$ cat config.mk
export PLATFORM = sky130hd
export DESIGN_NAME = mmdia_window
export DESIGN_NICKNAME = d
export VERILOG_FILES = /design/src/logic/mmdia_pkg.sv /design/src/logic/mmdia_addr_ptr.sv /design/src/logic/mmdia_window.sv
export VERILOG_INCLUDE_DIRS = /design/src /design/src/logic
export SDC_FILE = /design/constraint.sdc
export NUM_CORES = 1
export LEC_CHECK = 0
export ABC_AREA = 1
export BUFFER_PORTS_ARGS = -buffer_cell sky130_fd_sc_hd__buf_4
export CAP_MARGIN = 20
export CORE_ASPECT_RATIO = 0.75
export CORE_MARGIN = 2
export CORE_UTILIZATION = 35
export CTS_BUF_LIST = sky130_fd_sc_hd__clkbuf_8
export DETAILED_ROUTE_END_ITERATION = 12
export GPL_TIMING_DRIVEN = 0
export PLACE_DENSITY = 0.64
export SYNTH_ARGS = -nofsm -noshare
export SYNTH_HDL_FRONTEND = slang
export SYNTH_SLANG_ARGS = --single-unit
$ cat constraint.sdc
create_clock -name mclk_in -period 2.3 [get_ports mclk_in]
set_clock_uncertainty 0.2 [all_clocks]
set_input_delay 0.23 -clock mclk_in [delete_from_list [all_inputs] [get_ports mclk_in]]
set_output_delay 0.23 -clock mclk_in [all_outputs]
set_load 0.02 [all_outputs]
$ cat src/logic/mmdia_map.svh
// Offsets, field positions, encodings, reset values and timing counts of the window logic
//
// Function
// - Control bits 4:0 select the device space
// - Selector 11111 reaches the general extended space
// - Selector 00001 reaches the PMA device space
// - Selector 00011 reaches the vendor device space
// - Window accesses under other selectors are ignored
// - Control bits 15:14 hold the access function
// - Address function: window reaches the address register
// - Data function 01: access, address unchanged
// - Function 10: increment after reads and writes
// - Function 11: increment after writes only
// - Address-mode window writes keep overwriting the address
// - Address-mode window reads return the address
// - Non-incrementing writes keep rewriting one register
// - Non-incrementing reads keep returning one register
// - Incrementing writes target successive higher addresses
// - Both registers sit in the direct 32-register set
`ifndef MMDIA_MAP_SVH
`define MMDIA_MAP_SVH

// ----------------------------------------------------------------
// Direct register offsets
// ----------------------------------------------------------------
`define MMDIA_OFS_CTRL 5'h0D
`define MMDIA_OFS_WINDOW 5'h0E

// ----------------------------------------------------------------
// Control register field positions
// ----------------------------------------------------------------
`define MMDIA_SEL_MSB 4
`define MMDIA_SEL_LSB 0
`define MMDIA_FUNC_MSB 15
`define MMDIA_FUNC_LSB 14

// ----------------------------------------------------------------
// Selector and function encodings
// ----------------------------------------------------------------
`define MMDIA_SEL_GENERAL 5'h1F
`define MMDIA_SEL_PMA 5'h01
`define MMDIA_SEL_VENDOR 5'h03
`define MMDIA_FUNC_ADDR 2'h0
`define MMDIA_FUNC_DATA 2'h1
`define MMDIA_FUNC_INC_RW 2'h2
`define MMDIA_FUNC_INC_WR 2'h3

// ----------------------------------------------------------------
// Reset values
// ----------------------------------------------------------------
`define MMDIA_CTRL_RESET 16'h0000
`define MMDIA_ADDR_RESET 16'h0000
`define MMDIA_RDATA_RESET 16'h0000

// ----------------------------------------------------------------
// Timing: longest wait for the extended space to answer
// ----------------------------------------------------------------
`define MMDIA_CLK_PERIOD_NS 10
`define MMDIA_ACK_TIMEOUT_NS 2560
`define MMDIA_ACK_TIMEOUT_CYC ((`MMDIA_ACK_TIMEOUT_NS) / (`MMDIA_CLK_PERIOD_NS))

`endif

$ cat src/logic/mmdia_pkg.sv
// Types shared by the extended register window logic
package mmdia_pkg;

  // Device space reached by a data access
  typedef enum logic [1:0] {
    SPACE_GENERAL,
    SPACE_PMA,
    SPACE_VENDOR
  } mmdia_space_t;

  // Sequencer states
  typedef enum logic [1:0] {
    ST_IDLE,
    ST_EXT
  } mmdia_state_t;

  // Direct register request from the management frame engine
  typedef struct packed {
    logic valid;
    logic write;
    logic [4:0] addr;
    logic [15:0] wdata;
  } mmdia_mgmt_req_t;

  // Request towards the extended register spaces
  typedef struct packed {
    logic valid;
    logic write;
    mmdia_space_t space;
    logic [15:0] addr;
    logic [15:0] wdata;
  } mmdia_ext_req_t;

endpackage : mmdia_pkg

$ cat src/logic/mmdia_addr_ptr.sv
// Extended-space address register with load and post increment
`timescale 1ns/1ns
`include "mmdia_map.svh"
module mmdia_addr_ptr
  import mmdia_pkg::*;
#(
  parameter int ADDR_W = 16
) (
  // Clock and reset
  input wire logic mclk_in,
  input wire logic rst_n_in,
  // Update controls
  input wire logic load_in,
  input wire logic [ADDR_W-1:0] load_value_in,
  input wire logic inc_in,
  // Current address
  output logic [ADDR_W-1:0] addr_out
);

  logic [ADDR_W-1:0] addr_reg;

  // Load wins over increment; otherwise the value is held
  always_ff @(posedge mclk_in or negedge rst_n_in) begin
    if (!rst_n_in) begin
      addr_reg <= ADDR_W'(`MMDIA_ADDR_RESET);
    end else if (load_in) begin
      addr_reg <= load_value_in;
    end else if (inc_in) begin
      addr_reg <= addr_reg + ADDR_W'(1);
    end
  end

  assign addr_out = addr_reg;

endmodule : mmdia_addr_ptr

$ cat src/logic/mmdia_window.sv
// Control register and address/data window giving indirect access to extended spaces
`timescale 1ns/1ns
`include "mmdia_map.svh"
module mmdia_window
  import mmdia_pkg::*;
#(
  parameter int DATA_W = 16,
  parameter int ACK_TIMEOUT_CYC = `MMDIA_ACK_TIMEOUT_CYC
) (
  // Clock and reset
  input wire logic mclk_in,
  input wire logic rst_n_in,
  // Direct register access from the frame engine
  input wire mmdia_mgmt_req_t mgmt_req_in,
  output logic mgmt_ack_out,
  output logic [DATA_W-1:0] mgmt_rdata_out,
  // Extended register space port
  output mmdia_ext_req_t ext_req_out,
  input wire logic ext_ack_in,
  input wire logic [DATA_W-1:0] ext_rdata_in,
  // Status
  output logic ext_timeout_out,
  output logic busy_out
);

  // ----------------------------------------------------------------
  // Decode helpers
  // ----------------------------------------------------------------

  // True for the three supported selector values
  function automatic logic sel_valid(input logic [4:0] sel);
    sel_valid = (sel == `MMDIA_SEL_GENERAL) || (sel == `MMDIA_SEL_PMA) ||
                (sel == `MMDIA_SEL_VENDOR);
  endfunction : sel_valid

  // Maps a supported selector to its device space
  function automatic mmdia_space_t sel_space(input logic [4:0] sel);
    case (sel)
      `MMDIA_SEL_PMA: sel_space = SPACE_PMA;
      `MMDIA_SEL_VENDOR: sel_space = SPACE_VENDOR;
      default: sel_space = SPACE_GENERAL;
    endcase
  endfunction : sel_space

  // True when the function asks for a post increment of this access
  function automatic logic want_inc(input logic [1:0] func, input logic write);
    case (func)
      `MMDIA_FUNC_INC_RW: want_inc = 1'b1;
      `MMDIA_FUNC_INC_WR: want_inc = write;
      default: want_inc = 1'b0;
    endcase
  endfunction : want_inc

  // ----------------------------------------------------------------
  // State
  // ----------------------------------------------------------------

  mmdia_state_t state_reg;
  logic [1:0] func_reg;
  logic [4:0] sel_reg;
  logic inc_pend_reg;
  logic req_write_reg;
  logic [15:0] tmo_cnt_reg;
  logic mgmt_ack_reg;
  logic [DATA_W-1:0] mgmt_rdata_reg;
  mmdia_ext_req_t ext_req_reg;
  logic ext_timeout_reg;

  logic [15:0] ptr_addr;
  logic [DATA_W-1:0] ctrl_view;
  logic req_take;
  logic hit_ctrl;
  logic hit_win;
  logic hit_other;
  logic win_ok;
  logic win_ignored;
  logic win_addr_fn;
  logic win_data;
  logic ext_done;
  logic ext_to;
  logic ptr_load;
  logic ptr_inc;

  localparam logic [15:0] TMO_LAST = 16'(ACK_TIMEOUT_CYC - 1);

  // ----------------------------------------------------------------
  // Request decode
  // ----------------------------------------------------------------

  // A request is taken only while no extended access is outstanding
  assign req_take = (state_reg == ST_IDLE) && mgmt_req_in.valid;
  assign hit_ctrl = req_take && (mgmt_req_in.addr == `MMDIA_OFS_CTRL);
  assign hit_win = req_take && (mgmt_req_in.addr == `MMDIA_OFS_WINDOW);
  assign hit_other = req_take && !hit_ctrl && !hit_win;

  // Window accesses under an unsupported selector do nothing
  assign win_ok = hit_win && sel_valid(sel_reg);
  assign win_ignored = hit_win && !sel_valid(sel_reg);
  assign win_addr_fn = win_ok && (func_reg == `MMDIA_FUNC_ADDR);
  assign win_data = win_ok && (func_reg != `MMDIA_FUNC_ADDR);

  // Extended access completion and time-out
  assign ext_done = (state_reg == ST_EXT) && ext_ack_in;
  assign ext_to = (state_reg == ST_EXT) && !ext_ack_in && (tmo_cnt_reg == TMO_LAST);

  // Address register updates
  assign ptr_load = win_addr_fn && mgmt_req_in.write;
  assign ptr_inc = ext_done && inc_pend_reg;

  // Control register as read back; reserved bits read zero
  assign ctrl_view = DATA_W'({func_reg, 9'h000, sel_reg});

  // ----------------------------------------------------------------
  // Address register
  // ----------------------------------------------------------------

  mmdia_addr_ptr #(
    .ADDR_W(16)
  ) u_addr_ptr (
    .mclk_in(mclk_in),
    .rst_n_in(rst_n_in),
    .load_in(ptr_load),
    .load_value_in(mgmt_req_in.wdata),
    .inc_in(ptr_inc),
    .addr_out(ptr_addr)
  );

  // ----------------------------------------------------------------
  // Control register
  // ----------------------------------------------------------------

  // A write takes effect for the very next window access
  always_ff @(posedge mclk_in or negedge rst_n_in) begin
    if (!rst_n_in) begin
      func_reg <= 2'(`MMDIA_CTRL_RESET >> `MMDIA_FUNC_LSB);
      sel_reg <= 5'(`MMDIA_CTRL_RESET >> `MMDIA_SEL_LSB);
    end else if (hit_ctrl && mgmt_req_in.write) begin
      func_reg <= mgmt_req_in.wdata[`MMDIA_FUNC_MSB:`MMDIA_FUNC_LSB];
      sel_reg <= mgmt_req_in.wdata[`MMDIA_SEL_MSB:`MMDIA_SEL_LSB];
    end
  end

  // ----------------------------------------------------------------
  // Sequencer
  // ----------------------------------------------------------------

  // Idle until a data access is sent out, then wait for its answer
  always_ff @(posedge mclk_in or negedge rst_n_in) begin
    if (!rst_n_in) begin
      state_reg <= ST_IDLE;
    end else begin
      case (state_reg)
        ST_IDLE: begin
          if (win_data) begin
            state_reg <= ST_EXT;
          end
        end
        ST_EXT: begin
          if (ext_done || ext_to) begin
            state_reg <= ST_IDLE;
          end
        end
        default: begin
          state_reg <= ST_IDLE;
        end
      endcase
    end
  end

  // Increment decision and direction captured when the access starts
  always_ff @(posedge mclk_in or negedge rst_n_in) begin
    if (!rst_n_in) begin
      inc_pend_reg <= 1'b0;
      req_write_reg <= 1'b0;
    end else if (win_data) begin
      inc_pend_reg <= want_inc(func_reg, mgmt_req_in.write);
      req_write_reg <= mgmt_req_in.write;
    end
  end

  // Cycles spent waiting for the extended space
  always_ff @(posedge mclk_in or negedge rst_n_in) begin
    if (!rst_n_in) begin
      tmo_cnt_reg <= 16'h0000;
    end else if (state_reg == ST_EXT) begin
      tmo_cnt_reg <= tmo_cnt_reg + 16'h0001;
    end else begin
      tmo_cnt_reg <= 16'h0000;
    end
  end

  // ----------------------------------------------------------------
  // Extended space request
  // ----------------------------------------------------------------

  // Held from issue until the answer or the time-out
  always_ff @(posedge mclk_in or negedge rst_n_in) begin
    if (!rst_n_in) begin
      ext_req_reg <= '0;
    end else if (win_data) begin
      ext_req_reg.valid <= 1'b1;
      ext_req_reg.write <= mgmt_req_in.write;
      ext_req_reg.space <= sel_space(sel_reg);
      ext_req_reg.addr <= ptr_addr;
      ext_req_reg.wdata <= mgmt_req_in.wdata;
    end else if (ext_done || ext_to) begin
      ext_req_reg.valid <= 1'b0;
    end
  end

  // ----------------------------------------------------------------
  // Answer to the frame engine
  // ----------------------------------------------------------------

  // One-cycle acknowledge for every taken request
  always_ff @(posedge mclk_in or negedge rst_n_in) begin
    if (!rst_n_in) begin
      mgmt_ack_reg <= 1'b0;
    end else begin
      mgmt_ack_reg <= hit_ctrl || hit_other || win_ignored || win_addr_fn ||
                      ext_done || ext_to;
    end
  end

  // Read data; writes and ignored accesses answer zero
  always_ff @(posedge mclk_in or negedge rst_n_in) begin
    if (!rst_n_in) begin
      mgmt_rdata_reg <= DATA_W'(`MMDIA_RDATA_RESET);
    end else if (hit_ctrl && !mgmt_req_in.write) begin
      mgmt_rdata_reg <= ctrl_view;
    end else if (win_addr_fn && !mgmt_req_in.write) begin
      mgmt_rdata_reg <= DATA_W'(ptr_addr);
    end else if (ext_done && !req_write_reg) begin
      mgmt_rdata_reg <= ext_rdata_in;
    end else if (req_take || ext_done || ext_to) begin
      mgmt_rdata_reg <= DATA_W'(`MMDIA_RDATA_RESET);
    end
  end

  // One-cycle flag when the extended space failed to answer
  always_ff @(posedge mclk_in or negedge rst_n_in) begin
    if (!rst_n_in) begin
      ext_timeout_reg <= 1'b0;
    end else begin
      ext_timeout_reg <= ext_to;
    end
  end

  // ----------------------------------------------------------------
  // Outputs
  // ----------------------------------------------------------------

  assign mgmt_ack_out = mgmt_ack_reg;
  assign mgmt_rdata_out = mgmt_rdata_reg;
  assign ext_req_out = ext_req_reg;
  assign ext_timeout_out = ext_timeout_reg;
  assign busy_out = ext_req_reg.valid;

endmodule : mmdia_window

==> results of run 1 <==
## through the flow
stage | cells | setup slack (ps) | hold slack (ps)
4_1_cts | 901 | 384 | 16.7
3_3_place_gp | 850 | 480 | 247
6_report | 901 | 389 | 30.3
2_1_floorplan | 583 | 656 | -266
3_5_place_dp | 851 | 410 | 35.6
5_1_grt | 901 | 203 | 32.8
## power groups by stage
stage	clock, uW	combinational (uW)	sequential, uW
2_1_floorplan	0	148	1890
4_1_cts	1080	488	1810
3_3_place_gp	0	427	1840
3_5_place_dp	0	440	1840
6_report	1060	485	1810
5_1_grt	1160	532	1820
## logic make-up after synthesis
logic type	after synthesis	share of synthesized area, %
buffers and inverters	71	7.16
AO/OA/AOI/OAI	60	6.70
adder cells (fa/ha/maj)	2	0.540
AND/OR/NAND/NOR	348	32.9
flip-flops	95	51.4
XOR/XNOR	7	1.32
## worst max-delay path: cells and delay by family (launching register included)
family                   cells  cell delay, ps
adder cells (fa/ha/maj)      1             200
buffers and inverters        1             200
flip-flops                   1             390
AND/OR/NAND/NOR              6             820
## area by class of cell
type | instances | area [um2]
fill | 1289 | 6860
clock inverter | 5 | 33.8
tap | 171 | 214
sequential | 95 | 2380
clock buffer | 11 | 151
multi-input combinational | 417 | 1920
timing repair buffer | 131 | 1090
inverter | 50 | 190
buffer | 21 | 141
## final timing paths
| check | to | depth (start not counted) | startpoint |
|---|---|---|---|
| worst max-delay path | mgmt_rdata_out[12] | 8 | tmo_cnt_reg[0] |
| worst min-delay path | mgmt_rdata_out[1] | 4 | mgmt_req_in[21] |
| worst max register to register | mgmt_rdata_out[12] | 8 | tmo_cnt_reg[0] |
| worst min register to register | tmo_cnt_reg[0] | 1 | tmo_cnt_reg[0] |
| max in group asynchronous | u_addr_ptr.addr_out[3] | 3 | rst_n_in |
| min in group asynchronous | ext_req_out[14] | 2 | rst_n_in |
## per-layer routing
metal / up-vias / track usage (%)
met1: 2057 / 29.4
li1: 2166 / -
met3: 14 / 4.50
met4: 0 / 5.45
met2: 138 / 27.4
met5: - / 0
## layout by cell type, fill, tap and decap left out, drive strengths merged
master and n:
o21ai 44, clkinvlp 1, nor2 56, inv 51
clkinv 3, nand2 192, a21oi 15, or2 1
ha 2, and2 1, dlygate4sd3 34, xor2 7
nor3 10, clkbuf 15, o21a 1, nand3 68
dfrtp 95, nand4 20, buf 114
## cell usage after synthesis (all sizes together)
cell,count,area [um2]
ha,2,25.0
buf,17,116
dfrtp,95,2380
nor3,10,55.1
o21a,1,7.51
nand3,68,363
nand4,20,125
xor2,7,61.3
or2,1,6.26
and2,1,8.76
a21oi,15,75.1
inv,50,190
o21ai,44,228
clkbuf,4,25.0
nor2,56,238
nand2,192,728
==> results.cfg, run 1 <==
[critical_path]
cp_slowest_stage_delay_ps = 390
cp-end-kind = flop
critPathArrivalTime_ps = 1970
crit_path_frequent_cell = nand3_1
cp_max_fo = 10
cp-start-kind = flop
required_ps = 2360
rrSetupSlack_ps = 390
slowest_stage = dfrtp_1
cp_cell_sequence = ha_1 > nand2_1 > nor2_1 > and2_4 > nand3_4 > clkbuf_8 > nand3_1 > nand3_1
path_class = reg2reg

[clocking]
cts_htree_levels = 3
worstSkewPairLatency_ps = 380
hold_buffers = 34
cts_tree = yes
cts_buffers = 9
cts_setup_buffers = 0
cts_buffer_depth = 2
clock-sinks = 95
cts_root_buf = clkbuf_8
post_cts_resized = 0
clk_pin_slew_ps = 100

[synthesis]
netlist_instances = 583
syn_area_um2 = 4630
synth.distinct_cells = 29
yosysSeqAreaShare_pct = 51.4
avgSynthCellArea_um2 = 7.94
yosysWarnings = 0
ys_ff_latch = 95
syn-num-nets = 627

[floorplanning]
initial_core_util_pct = 35.7
rows = 36
core_area_um2 = 13000
die_w_um = 137
pin_count = 97
die_h_um = 104
dieArea_um2 = 14200

[routing]
final_antenna_net_count = 0
wl_per_cell_um = 14.8
wl_met3_um = 904
viasPerCell = 4.86
wl_met2_um = 5530
route.top_layer_used = met4
routed-via-count = 4375
first_pass_iters = 5
drtIter0Drc = 273
wl_met1_um = 6730
drcViolationCount = 0
wl_um = 13300

[layout]
syn2layout_area_growth_pct = 32.1
drive_gt1_share_pct = 20.8
fin_util_pct = 47.2
antenna_cells = 0
fin_nets = 769
largest_reg_flops = 35
design_area_um2 = 6120

[flow_run]
maxCapViolCount = 0

[timing]
period_minus_slack_ps = 1910
worstMarginPinSlew_ps = 508
finalSetupViolations = 0
final_hold_viol_count = 0
rsz0062_at_grt = no
max_freq_mhz = 523
drv_slew = 0
period_share_pct = 83.1
setup-tns-final_ps = 0
relSlewSlack_pct = 66.0

[global_route]
grt-ovfl-total = 0
grt_start_max_net_pins = 62
grt_usage_pct = 19.4
antenna_found_initial = 0
grt_pass1_wl_um = 21500
first_global_vias = 4192

[placed_design]
port_buffers = 96
place_area_um2 = 5590
hpwl_um = 9880
routabilityCongestion = 0.907

[pwr]
internal-power_uw = 2410
pwr-share-seq_pct = 54.0
clkPwrFrac_pct = 31.6
leakage_uw = 0.00303
p_per_area_nw_per_um2 = 548
p_sw_share_pct = 28.0
power.total_uw = 3350
ir_drop_mv = 0.275
switching_power_uw = 941
combPwrFrac_pct = 14.5

[min_path]
hp-class = in2reg

[run_status]
status = finished, final reports clean
Note: power is estimated with default switching activity, not from simulation.
==> run 2, diff against run 1 <==
--- a/config.mk
+++ b/config.mk
@@ -15,7 +15,7 @@
 export CTS_BUF_LIST = sky130_fd_sc_hd__clkbuf_8
 export DETAILED_ROUTE_END_ITERATION = 12
 export GPL_TIMING_DRIVEN = 0
-export PLACE_DENSITY = 0.64
+export PLACE_DENSITY = 0.66
 export SYNTH_ARGS = -nofsm -noshare
 export SYNTH_HDL_FRONTEND = slang
 export SYNTH_SLANG_ARGS = --single-unit
==> constraint.sdc (replaced) <==
create_clock -name mclk_in -period 1.6 [get_ports mclk_in]
set_clock_uncertainty 0.2 [all_clocks]
set_input_delay 0.16 -clock mclk_in [delete_from_list [all_inputs] [get_ports mclk_in]]
set_output_delay 0.16 -clock mclk_in [all_outputs]
set_load 0.02 [all_outputs]
==> run 2 against run 1 <==
  * The flow now finishes with violations (setup timing)
  * Critical path depth unchanged
  * First-iteration DRC count is 49% higher
  * Cell count grew 5.4%
  * Sequential share of layout area shrank 6.0 points
  * Clock power increased by 43%
  * Maximum frequency is 9.8% higher
  * Sequential power up 44%
  * Final area increased by 19%
  * Register-to-register slack got worse by 530 ps
  * Utilization rose by 8.7 points
  * Critical path type unchanged
  * Largest cell class is now multi-input gates
  * Largest power group unchanged
  * Highest routed layer unchanged
==> results.cfg, run 2 (same netlist as run 1, synthesis figures left out) <==
[pwr]
combPwrFrac_pct = 18.1
clkPwrFrac_pct = 30.2
ir_drop_mv = 0.406
pwr-share-seq_pct = 51.8
leakage_uw = 0.00352
switching_power_uw = 1490
p_sw_share_pct = 29.5
internal-power_uw = 3550
p_per_area_nw_per_um2 = 695

[clocking]
clock-sinks = 95
cts_buffer_depth = 2
cts_htree_levels = 3
cts_root_buf = clkbuf_8
worstSkewPairLatency_ps = 370
clk_pin_slew_ps = 100
cts_buffers = 9
cts_tree = yes

[routing]
first_pass_iters = 5
drtIter0Drc = 408
viasPerCell = 5.12
routed-via-count = 4862
wl_per_cell_um = 16.7
wl_met3_um = 1280
final_antenna_net_count = 0
wl_um = 15800
wl_met1_um = 6750
drcViolationCount = 0
wl_met2_um = 7530
route.top_layer_used = met4

[layout]
fin_nets = 818
antenna_cells = 0
largest_reg_flops = 35
fin_util_pct = 55.9
drive_gt1_share_pct = 39.7
syn2layout_area_growth_pct = 56.6
final_common_cell = nand2_1
final_cell_mix = nand2_1, buf_4, dfrtp_1

[global_route]
first_global_vias = 4746
grt_usage_pct = 21.4
grt-ovfl-total = 0
grt_pass1_wl_um = 23900
grt_start_max_net_pins = 59
antenna_found_initial = 0

[critical_path]
cp-start-kind = flop
reg2reg_to = mgmt_ack_out
cp-end-kind = flop
crit-reg2reg-launch = tmo_cnt_reg[1]
required_ps = 1700
rrSetupSlack_ps = -140
path_class = reg2reg
cp_max_fo = 5
r2r_cells = 8
critPathArrivalTime_ps = 1840

[floorplanning]
initial_core_util_pct = 35.7
die_h_um = 104
pin_count = 97
rows = 36
dieArea_um2 = 14200
core_area_um2 = 13000
die_w_um = 137

[timing]
hold_ws_ps = 16.0
period_share_pct = 109
fin_ws_ps = -141
max_freq_mhz = 574
worstMarginPinSlew_ps = 531
setup-tns-final_ps = -6840
finalSetupViolations = 74
period_minus_slack_ps = 1740
rsz0062_at_grt = yes
drv_slew = 0
final_hold_viol_count = 0
relSlewSlack_pct = 64.6

[placed_design]
hpwl_um = 9990
port_buffers = 96
routabilityCongestion = 0.917

[flow_run]
maxCapViolCount = 0

[min_path]
worstHoldStart = ext_ack_in
hold_depth = 4
hp-class = in2reg
worstHoldEndpoint = state_reg[0]

[run_status]
status = finished with violations
violations = setup timing
[run 2: cell types whose count changed in the layout (fill, tap and decap cells not counted), sizes merged]
cell and change:
clkinv -1, clkbuf +2, nand3 +1, nor2 +1
clkinvlp +2, dlygate4sd3 +3, buf +41
[run 2: per-layer routing]
metal  up-vias  global-route usage (%)
met2       205                    32.4
met4         0                    5.67
met3        26                    5.29
met1      2356                    30.6
met5         -                       0
li1       2275                       -
[run 2: final cells by class]
type                    instances  area (um2)
inverters                      50         195
clock inverters                 6        45.0
clock buffers                  10         138
multi-input cells             419        2480
flip-flops and latches         95        2380
plain buffers                  21         213
fillers                      1128        5720
well taps                     171         214
repair buffers                178        1590
[run 2: timing repair]
| action | CTS | global route |
|---|---|---|
| hold endpoints to repair | 94 | 1 |
| gates cloned | 5 | 5 |
| gates resized for setup | 68 | 110 |
| endpoints found under the setup margin | 80 | 86 |
| hold buffers | 36 | 1 |
| buffers inserted | 16 | 20 |
| pin swaps | 22 | 33 |
[run 2: worst max path at each step]
stage	start	to	cells after the start
after floorplan	tmo_cnt_reg[0]	mgmt_rdata_out[10]	8
after global placement	u_addr_ptr.addr_out[1]	u_addr_ptr.addr_out[14]	8
after detailed placement	u_addr_ptr.addr_out[0]	u_addr_ptr.addr_out[14]	8
after CTS	tmo_cnt_reg[1]	mgmt_rdata_out[10]	8
after global routing	tmo_cnt_reg[1]	mgmt_ack_out	8
final	tmo_cnt_reg[1]	mgmt_ack_out	8
[run 2: worst max-delay path: stages (launching register included)]
cell     delay (ps)
dfrtp_1         430
ha_4            170
nand2_4          50
nor2_4          120
and2_4          190
nand3_4         150
nand2_2         160
nor2_2           60
a21oi_1         130
[run 2: per-stage QoR]
stage	setup slack [ps]	power, uW	instance area [um2]	instances
global placement	-192	3260	5570	850
global route	-209	5260	7250	950
floorplan	1.40	2930	4630	583
finish	-141	5040	7250	950
CTS	-86.1	4940	6600	924
detailed placement	-259	3280	5590	851
[run 2: power groups by stage]
stage	logic (uW)	clock network [uW]	registers (uW)
after detailed placement	636	0	2650
after CTS	799	1550	2590
after global placement	615	0	2640
after global routing	983	1650	2630
final	909	1520	2610
after floorplan	213	0	2710
